`src/verilog/aesu_defines.svh`:
```
/*
 * Constants of the accelerometer event and status unit: register
 * offsets, field positions, reset values and state codes.
 * Assumes it is included by bare name wherever these are needed.
 */
`ifndef AESU_DEFINES_SVH
`define AESU_DEFINES_SVH

// ----------------------------------------------------------------
// Register offsets
// ----------------------------------------------------------------
`define AESU_ADDR_TRIG_SEL    8'h0a
`define AESU_ADDR_SYS_STATE   8'h0b
`define AESU_ADDR_EVT_SRC     8'h0c

// ----------------------------------------------------------------
// Field positions
// ----------------------------------------------------------------
`define AESU_SYS_GERR_BIT     7
`define AESU_SYS_GT_LSB       2
`define AESU_TRIG_LSB         2
`define AESU_EVT_SLEEP_WAKE   7
`define AESU_EVT_BUFFER       6
`define AESU_EVT_TRANSIENT    5
`define AESU_EVT_ORIENT       4
`define AESU_EVT_TAP          3
`define AESU_EVT_FFMT         2
`define AESU_EVT_UNUSED       1
`define AESU_EVT_NEW_SAMPLE   0

// ----------------------------------------------------------------
// Reset values and codes
// ----------------------------------------------------------------
`define AESU_RST_BYTE         8'h00
`define AESU_RST_TRIG         4'h0
`define AESU_RST_GT           5'h00
`define AESU_GT_MAX           5'h1f
`define AESU_IDLE_MAX         8'hff
`define AESU_OP_STANDBY       2'h0
`define AESU_OP_WAKE          2'h1
`define AESU_OP_SLEEP         2'h2

`endif

```
`src/verilog/aesu_pkg.sv`:
```
/*
 * Types of the accelerometer event and status unit.
 * Assumes nothing of its surroundings.
 */
package aesu_pkg;

	// ------------------------------------------------------------
	// Operating state, one-hot
	// ------------------------------------------------------------
	typedef enum logic [2:0] {
		AESU_ST_STANDBY = 3'b001,
		AESU_ST_WAKE    = 3'b010,
		AESU_ST_SLEEP   = 3'b100
	} aesu_mode_t;

	// ------------------------------------------------------------
	// State of the top module apart from the reset release flip-flops
	// ------------------------------------------------------------
	typedef struct packed {
		aesu_mode_t  mode;
		logic [1:0]  op_code;
		logic [3:0]  trig_sel;
		logic [3:0]  trig_latch;
		logic        fifo_trigger;
		logic [7:0]  evt;
		logic [5:0]  prev;
		logic        gate_err;
		logic [4:0]  gate_time;
		logic [7:0]  idle_cnt;
		logic [7:0]  rdata;
		logic        low_rate;
	} aesu_state_t;

	// ------------------------------------------------------------
	// State of the rate divider
	// ------------------------------------------------------------
	typedef struct packed {
		logic [23:0] cnt;
		logic        tick;
	} aesu_div_t;

endpackage

```
`src/verilog/aesu_odr_divider.sv`:
```
/*
 * Output-data-rate divider: one-cycle tick every period cycles.
 * Assumes an asynchronous active-low reset and a period of at least 1.
 */
`timescale 1ns/1ns
`default_nettype none

module aesu_odr_divider (
	// Clock and reset
	input  wire logic        core_clk,
	input  wire logic        rst_n,
	// Period in core clock cycles
	input  wire logic [23:0] period,
	// Rate tick
	output logic             tick
);

	aesu_pkg::aesu_div_t s;
	aesu_pkg::aesu_div_t next_s;

	// Count up, wrap and pulse at the end of each period
	always_comb begin
		next_s = s;
		next_s.tick = 1'b0;
		if (s.cnt + 24'h000001 >= period) begin
			next_s.cnt = 24'h000000;
			next_s.tick = 1'b1;
		end else begin
			next_s.cnt = s.cnt + 24'h000001;
		end
	end

	// State register
	always_ff @(posedge core_clk or negedge rst_n) begin
		if (!rst_n) begin
			s <= '0;
		end else begin
			s <= next_s;
		end
	end

	assign tick = s.tick;

endmodule // aesu_odr_divider

`default_nettype wire

```
`src/verilog/accel_event_status_unit.sv`:
```
/*
 * Event collection and status registers of a three-axis accelerometer:
 * FIFO trigger selection, system state with gate error age, and the
 * latched event source byte.
 * Assumes detectors, FIFO and the serial register port run on core_clk
 * and hand over levels and one-cycle read pulses on that clock.
 */
`timescale 1ns/1ns
`default_nettype none
`include "aesu_defines.svh"

module accel_event_status_unit (
	// Clock and reset
	input  wire logic        core_clk,
	input  wire logic        arst_n,
	// Register port
	input  wire logic        reg_rd,
	input  wire logic        reg_wr,
	input  wire logic [7:0]  reg_addr,
	input  wire logic [7:0]  reg_wdata,
	output logic [7:0]       reg_rdata,
	// Detector flags and interrupt enables
	input  wire logic        transient_active,
	input  wire logic        orientation_changed,
	input  wire logic        tap_active,
	input  wire logic        ffmt_active,
	input  wire logic [5:0]  int_enable,
	// Source register read pulses
	input  wire logic        transient_src_read,
	input  wire logic        orientation_src_read,
	input  wire logic        tap_src_read,
	input  wire logic        ffmt_src_read,
	input  wire logic        buffer_status_read,
	input  wire logic        xyz_read_done,
	// FIFO status
	input  wire logic        fifo_overflow,
	input  wire logic [5:0]  sample_count,
	input  wire logic [5:0]  watermark_level,
	input  wire logic        gate_error_detect,
	// Data ready flags
	input  wire logic        sample_ready_flag,
	input  wire logic        overrun_flag,
	// Mode control
	input  wire logic        active_mode,
	input  wire logic        auto_sleep_en,
	input  wire logic [3:0]  wake_select,
	input  wire logic [7:0]  inactivity_limit,
	input  wire logic [23:0] wake_period,
	input  wire logic [23:0] sleep_period,
	// Status outputs
	output logic [7:0]       event_flags,
	output logic [1:0]       operating_state,
	output logic             fifo_trigger,
	output logic             low_rate
);

	// ------------------------------------------------------------
	// Helper functions
	// ------------------------------------------------------------
	// Register port hit on a given offset
	function automatic logic addr_hit(input logic strobe, input logic [7:0] a,
		input logic [7:0] target);
		addr_hit = strobe && (a == target);
	endfunction

	// Two-bit code of an operating state
	function automatic logic [1:0] state_code(input aesu_pkg::aesu_mode_t m);
		unique case (m)
			aesu_pkg::AESU_ST_WAKE:  state_code = `AESU_OP_WAKE;
			aesu_pkg::AESU_ST_SLEEP: state_code = `AESU_OP_SLEEP;
			default:                 state_code = `AESU_OP_STANDBY;
		endcase
	endfunction

	// ------------------------------------------------------------
	// Reset release
	// ------------------------------------------------------------
	logic rst_meta;
	logic rst_n;
	// Two flip-flops release the reset on the clock
	always_ff @(posedge core_clk or negedge arst_n) begin
		if (!arst_n) begin
			rst_meta <= 1'b0;
			rst_n <= 1'b0;
		end else begin
			rst_meta <= 1'b1;
			rst_n <= rst_meta;
		end
	end

	// ------------------------------------------------------------
	// Rate divider
	// ------------------------------------------------------------
	aesu_pkg::aesu_state_t s;
	aesu_pkg::aesu_state_t next_s;
	logic                  odr_tick;

	// The sleep rate is used only while asleep
	aesu_odr_divider u_div (
		.core_clk (core_clk),
		.rst_n    (rst_n),
		.period   (s.low_rate ? sleep_period : wake_period),
		.tick     (odr_tick)
	);

	// ------------------------------------------------------------
	// Event conditions and their rising edges
	// ------------------------------------------------------------
	logic [5:0] cond;
	logic [5:0] rise;
	logic [3:0] src_read;
	logic       wm_match;

	// Watermark of zero disables the match
	assign wm_match = (watermark_level != 6'h00) && (sample_count == watermark_level);

	// Index 0..3 detectors, 4 buffer, 5 new sample; each gated by enable
	always_comb begin
		cond[0] = transient_active && int_enable[0];
		cond[1] = orientation_changed && int_enable[1];
		cond[2] = tap_active && int_enable[2];
		cond[3] = ffmt_active && int_enable[3];
		cond[4] = (fifo_overflow || wm_match) && int_enable[4];
		cond[5] = (sample_ready_flag || overrun_flag) && int_enable[5];
	end
	// Low to high change since the last cycle; read pulses in select-bit order
	assign rise = cond & ~s.prev;
	assign src_read = {transient_src_read, orientation_src_read, tap_src_read, ffmt_src_read};

	// ------------------------------------------------------------
	// Next state
	// ------------------------------------------------------------
	logic [7:0] evt_set;
	logic [7:0] evt_clr;
	logic       sys_read;
	logic       idle_over;

	assign sys_read = addr_hit(reg_rd, reg_addr, `AESU_ADDR_SYS_STATE);
	assign idle_over = odr_tick && (s.idle_cnt >= inactivity_limit);
	always_comb begin
		next_s = s;
		evt_set = 8'h00;
		evt_clr = 8'h00;
		next_s.prev = cond;

		// Select bits written by software
		if (addr_hit(reg_wr, reg_addr, `AESU_ADDR_TRIG_SEL)) begin
			next_s.trig_sel = reg_wdata[`AESU_TRIG_LSB+3:`AESU_TRIG_LSB];
		end

		// Trigger latches: select bit 5 is transient down to bit 2 freefall/motion
		next_s.trig_latch = (s.trig_latch & ~src_read)
			| ({rise[0], rise[1], rise[2], rise[3]} & s.trig_sel);
		next_s.fifo_trigger = |next_s.trig_latch;

		// Operating state and automatic sleep/wake
		unique case (s.mode)
			aesu_pkg::AESU_ST_STANDBY: begin
				if (active_mode) begin
					next_s.mode = aesu_pkg::AESU_ST_WAKE;
				end
			end
			aesu_pkg::AESU_ST_WAKE: begin
				if (!active_mode) begin
					next_s.mode = aesu_pkg::AESU_ST_STANDBY;
				end else if (auto_sleep_en && idle_over && (rise == 6'h00)) begin
					next_s.mode = aesu_pkg::AESU_ST_SLEEP;
					evt_set[`AESU_EVT_SLEEP_WAKE] = 1'b1;
				end
			end
			aesu_pkg::AESU_ST_SLEEP: begin
				if (!active_mode) begin
					next_s.mode = aesu_pkg::AESU_ST_STANDBY;
				end else if (!auto_sleep_en || ((rise[3:0] & wake_select) != 4'h0)) begin
					next_s.mode = aesu_pkg::AESU_ST_WAKE;
					evt_set[`AESU_EVT_SLEEP_WAKE] = auto_sleep_en;
				end
			end
			default: begin
				next_s.mode = aesu_pkg::AESU_ST_STANDBY;
			end
		endcase
		next_s.op_code = state_code(next_s.mode);
		next_s.low_rate = (next_s.mode == aesu_pkg::AESU_ST_SLEEP);

		// Inactivity count in rate periods, restarted by any event
		if ((rise != 6'h00) || (next_s.mode != aesu_pkg::AESU_ST_WAKE)
			|| (s.mode != aesu_pkg::AESU_ST_WAKE)) begin
			next_s.idle_cnt = 8'h00;
		end else if (odr_tick && (s.idle_cnt != `AESU_IDLE_MAX)) begin
			next_s.idle_cnt = s.idle_cnt + 8'h01;
		end

		// Gate error: sticky until the FIFO is empty, set wins
		if (gate_error_detect) begin
			next_s.gate_err = 1'b1;
		end else if (sample_count == 6'h00) begin
			next_s.gate_err = 1'b0;
		end

		// Gate error age, saturating, zero while no error
		if (!next_s.gate_err || !s.gate_err) begin
			next_s.gate_time = `AESU_RST_GT;
		end else if (odr_tick && (s.gate_time != `AESU_GT_MAX)) begin
			next_s.gate_time = s.gate_time + 5'h01;
		end

		// Event source bits: set on rise, cleared by their own reads
		evt_set[`AESU_EVT_BUFFER]     = rise[4];
		evt_set[`AESU_EVT_TRANSIENT]  = rise[0];
		evt_set[`AESU_EVT_ORIENT]     = rise[1];
		evt_set[`AESU_EVT_TAP]        = rise[2];
		evt_set[`AESU_EVT_FFMT]       = rise[3];
		evt_set[`AESU_EVT_NEW_SAMPLE] = rise[5];
		evt_clr[`AESU_EVT_SLEEP_WAKE] = sys_read;
		evt_clr[`AESU_EVT_BUFFER]     = buffer_status_read;
		evt_clr[`AESU_EVT_TRANSIENT]  = transient_src_read;
		evt_clr[`AESU_EVT_ORIENT]     = orientation_src_read;
		evt_clr[`AESU_EVT_TAP]        = tap_src_read;
		evt_clr[`AESU_EVT_FFMT]       = ffmt_src_read;
		evt_clr[`AESU_EVT_NEW_SAMPLE] = xyz_read_done;
		next_s.evt = (s.evt & ~evt_clr) | evt_set;
		next_s.evt[`AESU_EVT_UNUSED] = 1'b0;

		// Read data, registered one cycle after the strobe
		if (reg_rd) begin
			unique case (reg_addr)
				`AESU_ADDR_TRIG_SEL:
					next_s.rdata = {2'h0, s.trig_sel, 2'h0};
				`AESU_ADDR_SYS_STATE:
					next_s.rdata = {s.gate_err, s.gate_time, s.op_code};
				`AESU_ADDR_EVT_SRC:
					next_s.rdata = s.evt;
				default:
					next_s.rdata = `AESU_RST_BYTE;
			endcase
		end
	end

	// ------------------------------------------------------------
	// State register
	// ------------------------------------------------------------
	always_ff @(posedge core_clk or negedge rst_n) begin
		if (!rst_n) begin
			s <= '0;
			s.mode <= aesu_pkg::AESU_ST_STANDBY;
		end else begin
			s <= next_s;
		end
	end

	// Outputs straight from the state register
	assign reg_rdata = s.rdata;
	assign event_flags = s.evt;
	assign operating_state = s.op_code;
	assign fifo_trigger = s.fifo_trigger;
	assign low_rate = s.low_rate;
endmodule // accel_event_status_unit

`default_nettype wire

```
`config.mk`:
```
export PLATFORM = sky130hd
export DESIGN_NAME = accel_event_status_unit
export DESIGN_NICKNAME = d
export VERILOG_FILES = /design/src/verilog/aesu_pkg.sv /design/src/verilog/aesu_odr_divider.sv /design/src/verilog/accel_event_status_unit.sv
export VERILOG_INCLUDE_DIRS = /design/src /design/src/verilog
export SDC_FILE = /design/constraint.sdc
export NUM_CORES = 1
export LEC_CHECK = 0
export ABC_AREA = 1
export BUFFER_PORTS_ARGS = -buffer_cell sky130_fd_sc_hd__buf_2
export CAP_MARGIN = 20
export CORE_MARGIN = 2
export CORE_UTILIZATION = 45
export DETAILED_ROUTE_END_ITERATION = 10
export PLACE_DENSITY = 0.8
export RECOVER_POWER = 25
export SETUP_SLACK_MARGIN = 0.2
export SYNTH_ARGS = -nofsm -noshare
export SYNTH_HDL_FRONTEND = slang
export SYNTH_SLANG_ARGS = --single-unit
```
`constraint.sdc`:
```
create_clock -name core_clk -period 4.8 [get_ports core_clk]
set_input_delay 0.72 -clock core_clk [delete_from_list [all_inputs] [get_ports core_clk]]
set_output_delay 0.72 -clock core_clk [all_outputs]
set_load 0.01 [all_outputs]
```
# After elaboration in Yosys (flattened, before gate mapping)
# Cells that the tools add are included.
# classes
n_mux	22
order_cmp	2
add_sub_neg	3
eq_ne	13
bitwise	10
reduce_logical	31
# op_table
operator	n
$mux W24	2
$add A24 B1 Y24 const B	1
$eq A8 B4 Y1 const B	3
$ge A24 B24 Y1	1
$pmux W8 S3	1
$mux W8	2
$mux W3	5
$logic_and A1 B1 Y1	14
$and A4 B4 Y4	3
$logic_not A6 Y1	2
$reduce_bool A6 Y1	2
$mux W5	2
$pmux W3 S3	1
$add A8 B1 Y8 const B	1
$and A8 B8 Y8	1
$ge A8 B8 Y1	1
$ne A8 B8 Y1 const B	1
$not A8 Y8	1
$or A8 B8 Y8	1
$mux W1	7
$and A6 B6 Y6	1
$eq A3 B2 Y1 const B	2
$eq A3 B3 Y1 const B	2
$eq A6 B6 Y1	1
other kinds (14)	23
# totals
ff_bits	77
wordCells	97
out_inout_bits	20
in_bits	114

# Logic depth before layout (Yosys ltp)
# logic_depth
depth_word	15
depth_mapped	18
mapped_depth_nobuf	17

# Cells and area by module
# A second synthesis with hierarchy kept.
# hier_totals
cells_unflattened	733
hier_area_um2	5203.7
# modules_own_cells
mod	seq_area_each_um2	cells_per_inst	area_per_inst_um2	instances
accel_event_status_unit	1277.5	428	3084.2	1
aesu_odr_divider	625.6	305	2119.5	1

# Least setup slack after synthesis
# OpenSTA, ideal clock, no wires.
# synth_timing
path_type	register -> register
startpoint	register u_div.s[1] (netlist name)
endpoint	register u_div.s[1] (netlist name)
setup_slack_ps	1967
path_stages_with_launch	18
synth_period_minus_slack_ps	2833
arrival_time_ps	2709
required_time_ps	4676
path_buffers	1
setup_time_ps	124
cell_sequence	dfrtp_1 -> ha_1 -> nand2_1 -> nor2_4 -> nand3_2 -> nor2_4 -> nand3_4 -> nor2_4 -> nand3_1 -> xor2_1 -> inv_1 -> ha_1 -> nand3_1 -> nor3_1 -> o21ai_0 -> nand4_1 -> buf_2 -> nor2_1
# synth_lines
element	line_no	text
from (decl)	aesu_odr_divider.sv:18	aesu_pkg::aesu_div_t s;
from (signal assigned)	aesu_odr_divider.sv:38	s <= next_s;

==> impl_metrics.env <==
export IMPL_status="complete, but fails checks"
export IMPL_violations="max-capacitance violations, max-slew violations"
export IMPL_yosysWarnings=0
export IMPL_synth_seq_cells=77
export IMPL_drc_errors=0
export IMPL_slew_limit_headroom_pct=-98.4
export IMPL_synth_cell_types=43
export IMPL_cts_tree="yes"
export IMPL_nets=890
export IMPL_synthCells=623
export IMPL_powerDensity_nw_per_um2=327
export IMPL_chipWidth_um=109
export IMPL_timing_setup_critical_path_class="reg2reg"
export IMPL_place_gp_congestion=0.850
export IMPL_clockBufferDepth=2
export IMPL_regArea_um2=1930
export IMPL_core_um2=10800
export IMPL_cts_repair_timing_setup_buffer_count=0
export IMPL_cts_sinks=77
export IMPL_synth_top_cell_by_area="dfrtp_1"
export IMPL_hold_violations=0
export IMPL_worst_ep_required_time_ns=5.03
export IMPL_async_flop_share_pct=100
export IMPL_ctsHtreeMaxLevel=3
export IMPL_grt_first_pass_wirelength_mm=16.9
export IMPL_rsz0062_at_grt="no"
export IMPL_grt_start_max_net_pins=76
export IMPL_clock_latency_ns=0.35
export IMPL_grtUsageTotal_pct=18.0
export IMPL_crit_path_top_delay_cell="dfrtp_1"
export IMPL_multi_input_area_um2=2440
export IMPL_fin_crit_ns=3.64
export IMPL_routed_wl_mm=10.2
export IMPL_die_area_um2=11900
export IMPL_cts_root_buf="clkbuf_8"
export IMPL_arrival_ns=3.87
export IMPL_synth_nets=773
export IMPL_max_freq_mhz=275
export IMPL_routed_via_count=4165
export IMPL_num_fill_cells=1015
export IMPL_skew_ns=0.00796
export IMPL_areaGrowthSynthToFinish_pct=17.0
export IMPL_cts_clk_slew_worst_paths_ns=0.08
export IMPL_rrSetupSlack_ns=1.16
export IMPL_yosysTopAreaCellShare_pct=38.4
export IMPL_cpMostUsedCell="nor2_4"
export IMPL_postCtsHoldBufs=0
export IMPL_cp_start_kind="flop"
export IMPL_antenna_found_initial=0
export IMPL_postRouteAntennaNets=0
export IMPL_p_leak_nw=3.19
export IMPL_die_y_um=109
export IMPL_placed_area_um2=5620
export IMPL_drt_initial_drc_count=215
export IMPL_end_kind="flop"
export IMPL_drive_above_1_share_pct=21.7
export IMPL_setup_violations=0
export IMPL_synth_edf_count=0
export IMPL_fin_crit_sh_pct=75.9
export IMPL_fin_setup_tns_ns=0
export IMPL_pin_count=134
export IMPL_tightest_slew_ns=2.98
export IMPL_ir_drop_v=0.000295
export IMPL_crit_buf_inv=2
export IMPL_grt_overflow_total=0
export IMPL_final_area_um2=5790
export IMPL_avgRoutedWirePerCell_um=11.5
export IMPL_synth_area_um2=4950
export IMPL_cap_violations=1
export IMPL_rows=38
export IMPL_numCtsBuffers=9
export IMPL_crit_path_cell_trace="ha_1 -> nand2_1 -> nor2_4 -> nand3_2 -> nor2_4 -> nand3_4 -> nor2_4 -> nand3_1 -> xor2_1 -> inv_1 -> ha_1 -> nand3_1 -> nor3_1 -> o21ai_0 -> nand4_1 -> buf_4 -> nor2_1"
export IMPL_critPathMaxStageDelay_ns=0.49
export IMPL_ctsResizeCount=0
export IMPL_crit_fanout=13
export IMPL_cpLargestDelayFamily="simple AND/OR/NAND/NOR gates"
export IMPL_hp_class="in2async"
export IMPL_drt_pre_antenna_iters=4
export IMPL_grt_pass1_vias=4030
export IMPL_ys_top_cells_by_area="dfrtp_1, ha_1, nand2_1"
export IMPL_maxSlewViolCount=76
export IMPL_start_util_pct=45.9
export IMPL_hpwl_mm=8.01
export IMPL_synth_avg_cell_area_um2=7.95
export IMPL_portBuffers=128
export IMPL_yosysSeqAreaShare_pct=39.0
export IMPL_yosys_most_used_dff="dfrtp_1"
export IMPL_vias_per_cell=4.71
export IMPL_postLayoutCoreUtil_pct=53.7
export IMPL_antennaDiodeCount=0
==> layout by cell type (no fill, tap or decap), types with 5 or more instances in the layout <==
cell type    n
ha_1        36
nor3_1      13
buf_2      124
nand4_1     10
o21ai_0     24
inv_1      107
nand3_1     21
a21oi_1     27
o22ai_1      5
nor2_1      75
xor2_1      22
clkbuf_8     9
dfrtp_1     76
nand2_1    115
mux2i_1     23
==> where the power goes <==
part / switching (mW) / total (mW) / internal (mW) / leakage [nW]
clock: 0.260 / 0.455 / 0.195 / 0.0917
sequential: 0.101 / 0.834 / 0.732 / 0.997
combinational: 0.333 / 0.606 / 0.273 / 2.10
==> routing by layer <==
layer | GRT usage, % | up-vias | wire length, um | part of all wire (%)
met5 | 0 | - | 0 | 0
met2 | 31.8 | 94 | 5010 | 49
li1 | - | 2189 | - | -
met3 | 4.06 | 8 | 433 | 4.3
met4 | 5.95 | 0 | 135 | 1.3
met1 | 21.5 | 1874 | 4580 | 45
==> worst register-to-register path, delay by kind of cell (launching register included) <==
family                   cells  cell delay [ns]
AO/OA/AOI/OAI                1             0.17
XOR/XNOR                     1             0.19
AND/OR/NAND/NOR             11             1.83
flip-flops                   1             0.49
buffers and inverters        2             0.37
adder cells (fa/ha/maj)      2             0.50
==> cells by family after synthesis <==
group,after synthesis,synth area share [%]
XOR/XNOR,27,4.93
AND/OR/NAND/NOR,255,22.6
adder cells (fa/ha/maj),36,9.10
flip-flops,77,39.0
multiplexers,24,4.88
buffers and inverters,134,11.7
other,2,0.152
AO/OA/AOI/OAI,68,7.66
==> Yosys cell counts, types with 2 or more instances <==
| library cell | count |
|---|---|
| nand3_1 | 21 |
| nand4_1 | 10 |
| mux2i_1 | 23 |
| nand2_1 | 115 |
| buf_2 | 3 |
| dfrtp_1 | 76 |
| or2_2 | 3 |
| xnor2_1 | 4 |
| inv_2 | 3 |
| o22ai_1 | 5 |
| o21bai_1 | 2 |
| ha_1 | 36 |
| nor3_2 | 2 |
| o21a_1 | 3 |
| inv_1 | 107 |
| nor2_4 | 3 |
| nor2_1 | 75 |
| a21oi_1 | 27 |
| buf_4 | 19 |
| o21ai_0 | 24 |
| nor4_1 | 3 |
| nor3_1 | 13 |
| nand2_2 | 3 |
| conb_1 | 2 |
| xor2_1 | 22 |
| clkbuf_1 | 2 |
==> layout make-up <==
cell class | instances | share of cell area (%)
well taps | 140 | 3.02
flip-flops and latches | 77 | 33.3
clock inverters | 7 | 1.02
multi-input cells | 412 | 42.2
repair buffers | 130 | 11.2
clock buffers | 9 | 2.14
inverters | 110 | 7.13
==> flip-flops by register name, summed over array words and instances, names as in the netlist <==
| register | cells |
|---|---|
| reg_rdata | 8 |
| rst_meta | 1 |
| fifo_trigger | 1 |
| operating_state | 2 |
| low_rate | 1 |
| s | 31 |
| event_flags | 7 |
| u_div.tick | 1 |
| u_div.s | 24 |
| rst_n | 1 |
==> worst paths after layout <==
check,startpoint,end,depth (start not counted)
max reg2reg,u_div.s[1],u_div.s[14],17
max in group asynchronous,rst_n,s[24],0
max,u_div.s[1],u_div.s[14],17
min reg2reg,rst_meta,rst_n,0
min,arst_n,rst_meta,1
min in group core_clk,rst_meta,rst_n,0
==> per-stage QoR <==
stage	setup slack (ns)	hold slack, ns	instances	total power [mW]
3_5_place_dp	1.15	0.340	869	1.46
2_1_floorplan	1.97	0.331	623	1.30
6_report	1.16	0.147	885	1.89
4_1_cts	1.12	0.119	885	1.93
3_3_place_gp	1.23	0.335	869	1.44
5_1_grt	0.725	0.114	885	2.05
Note: power is estimated with default switching activity, not from simulation.
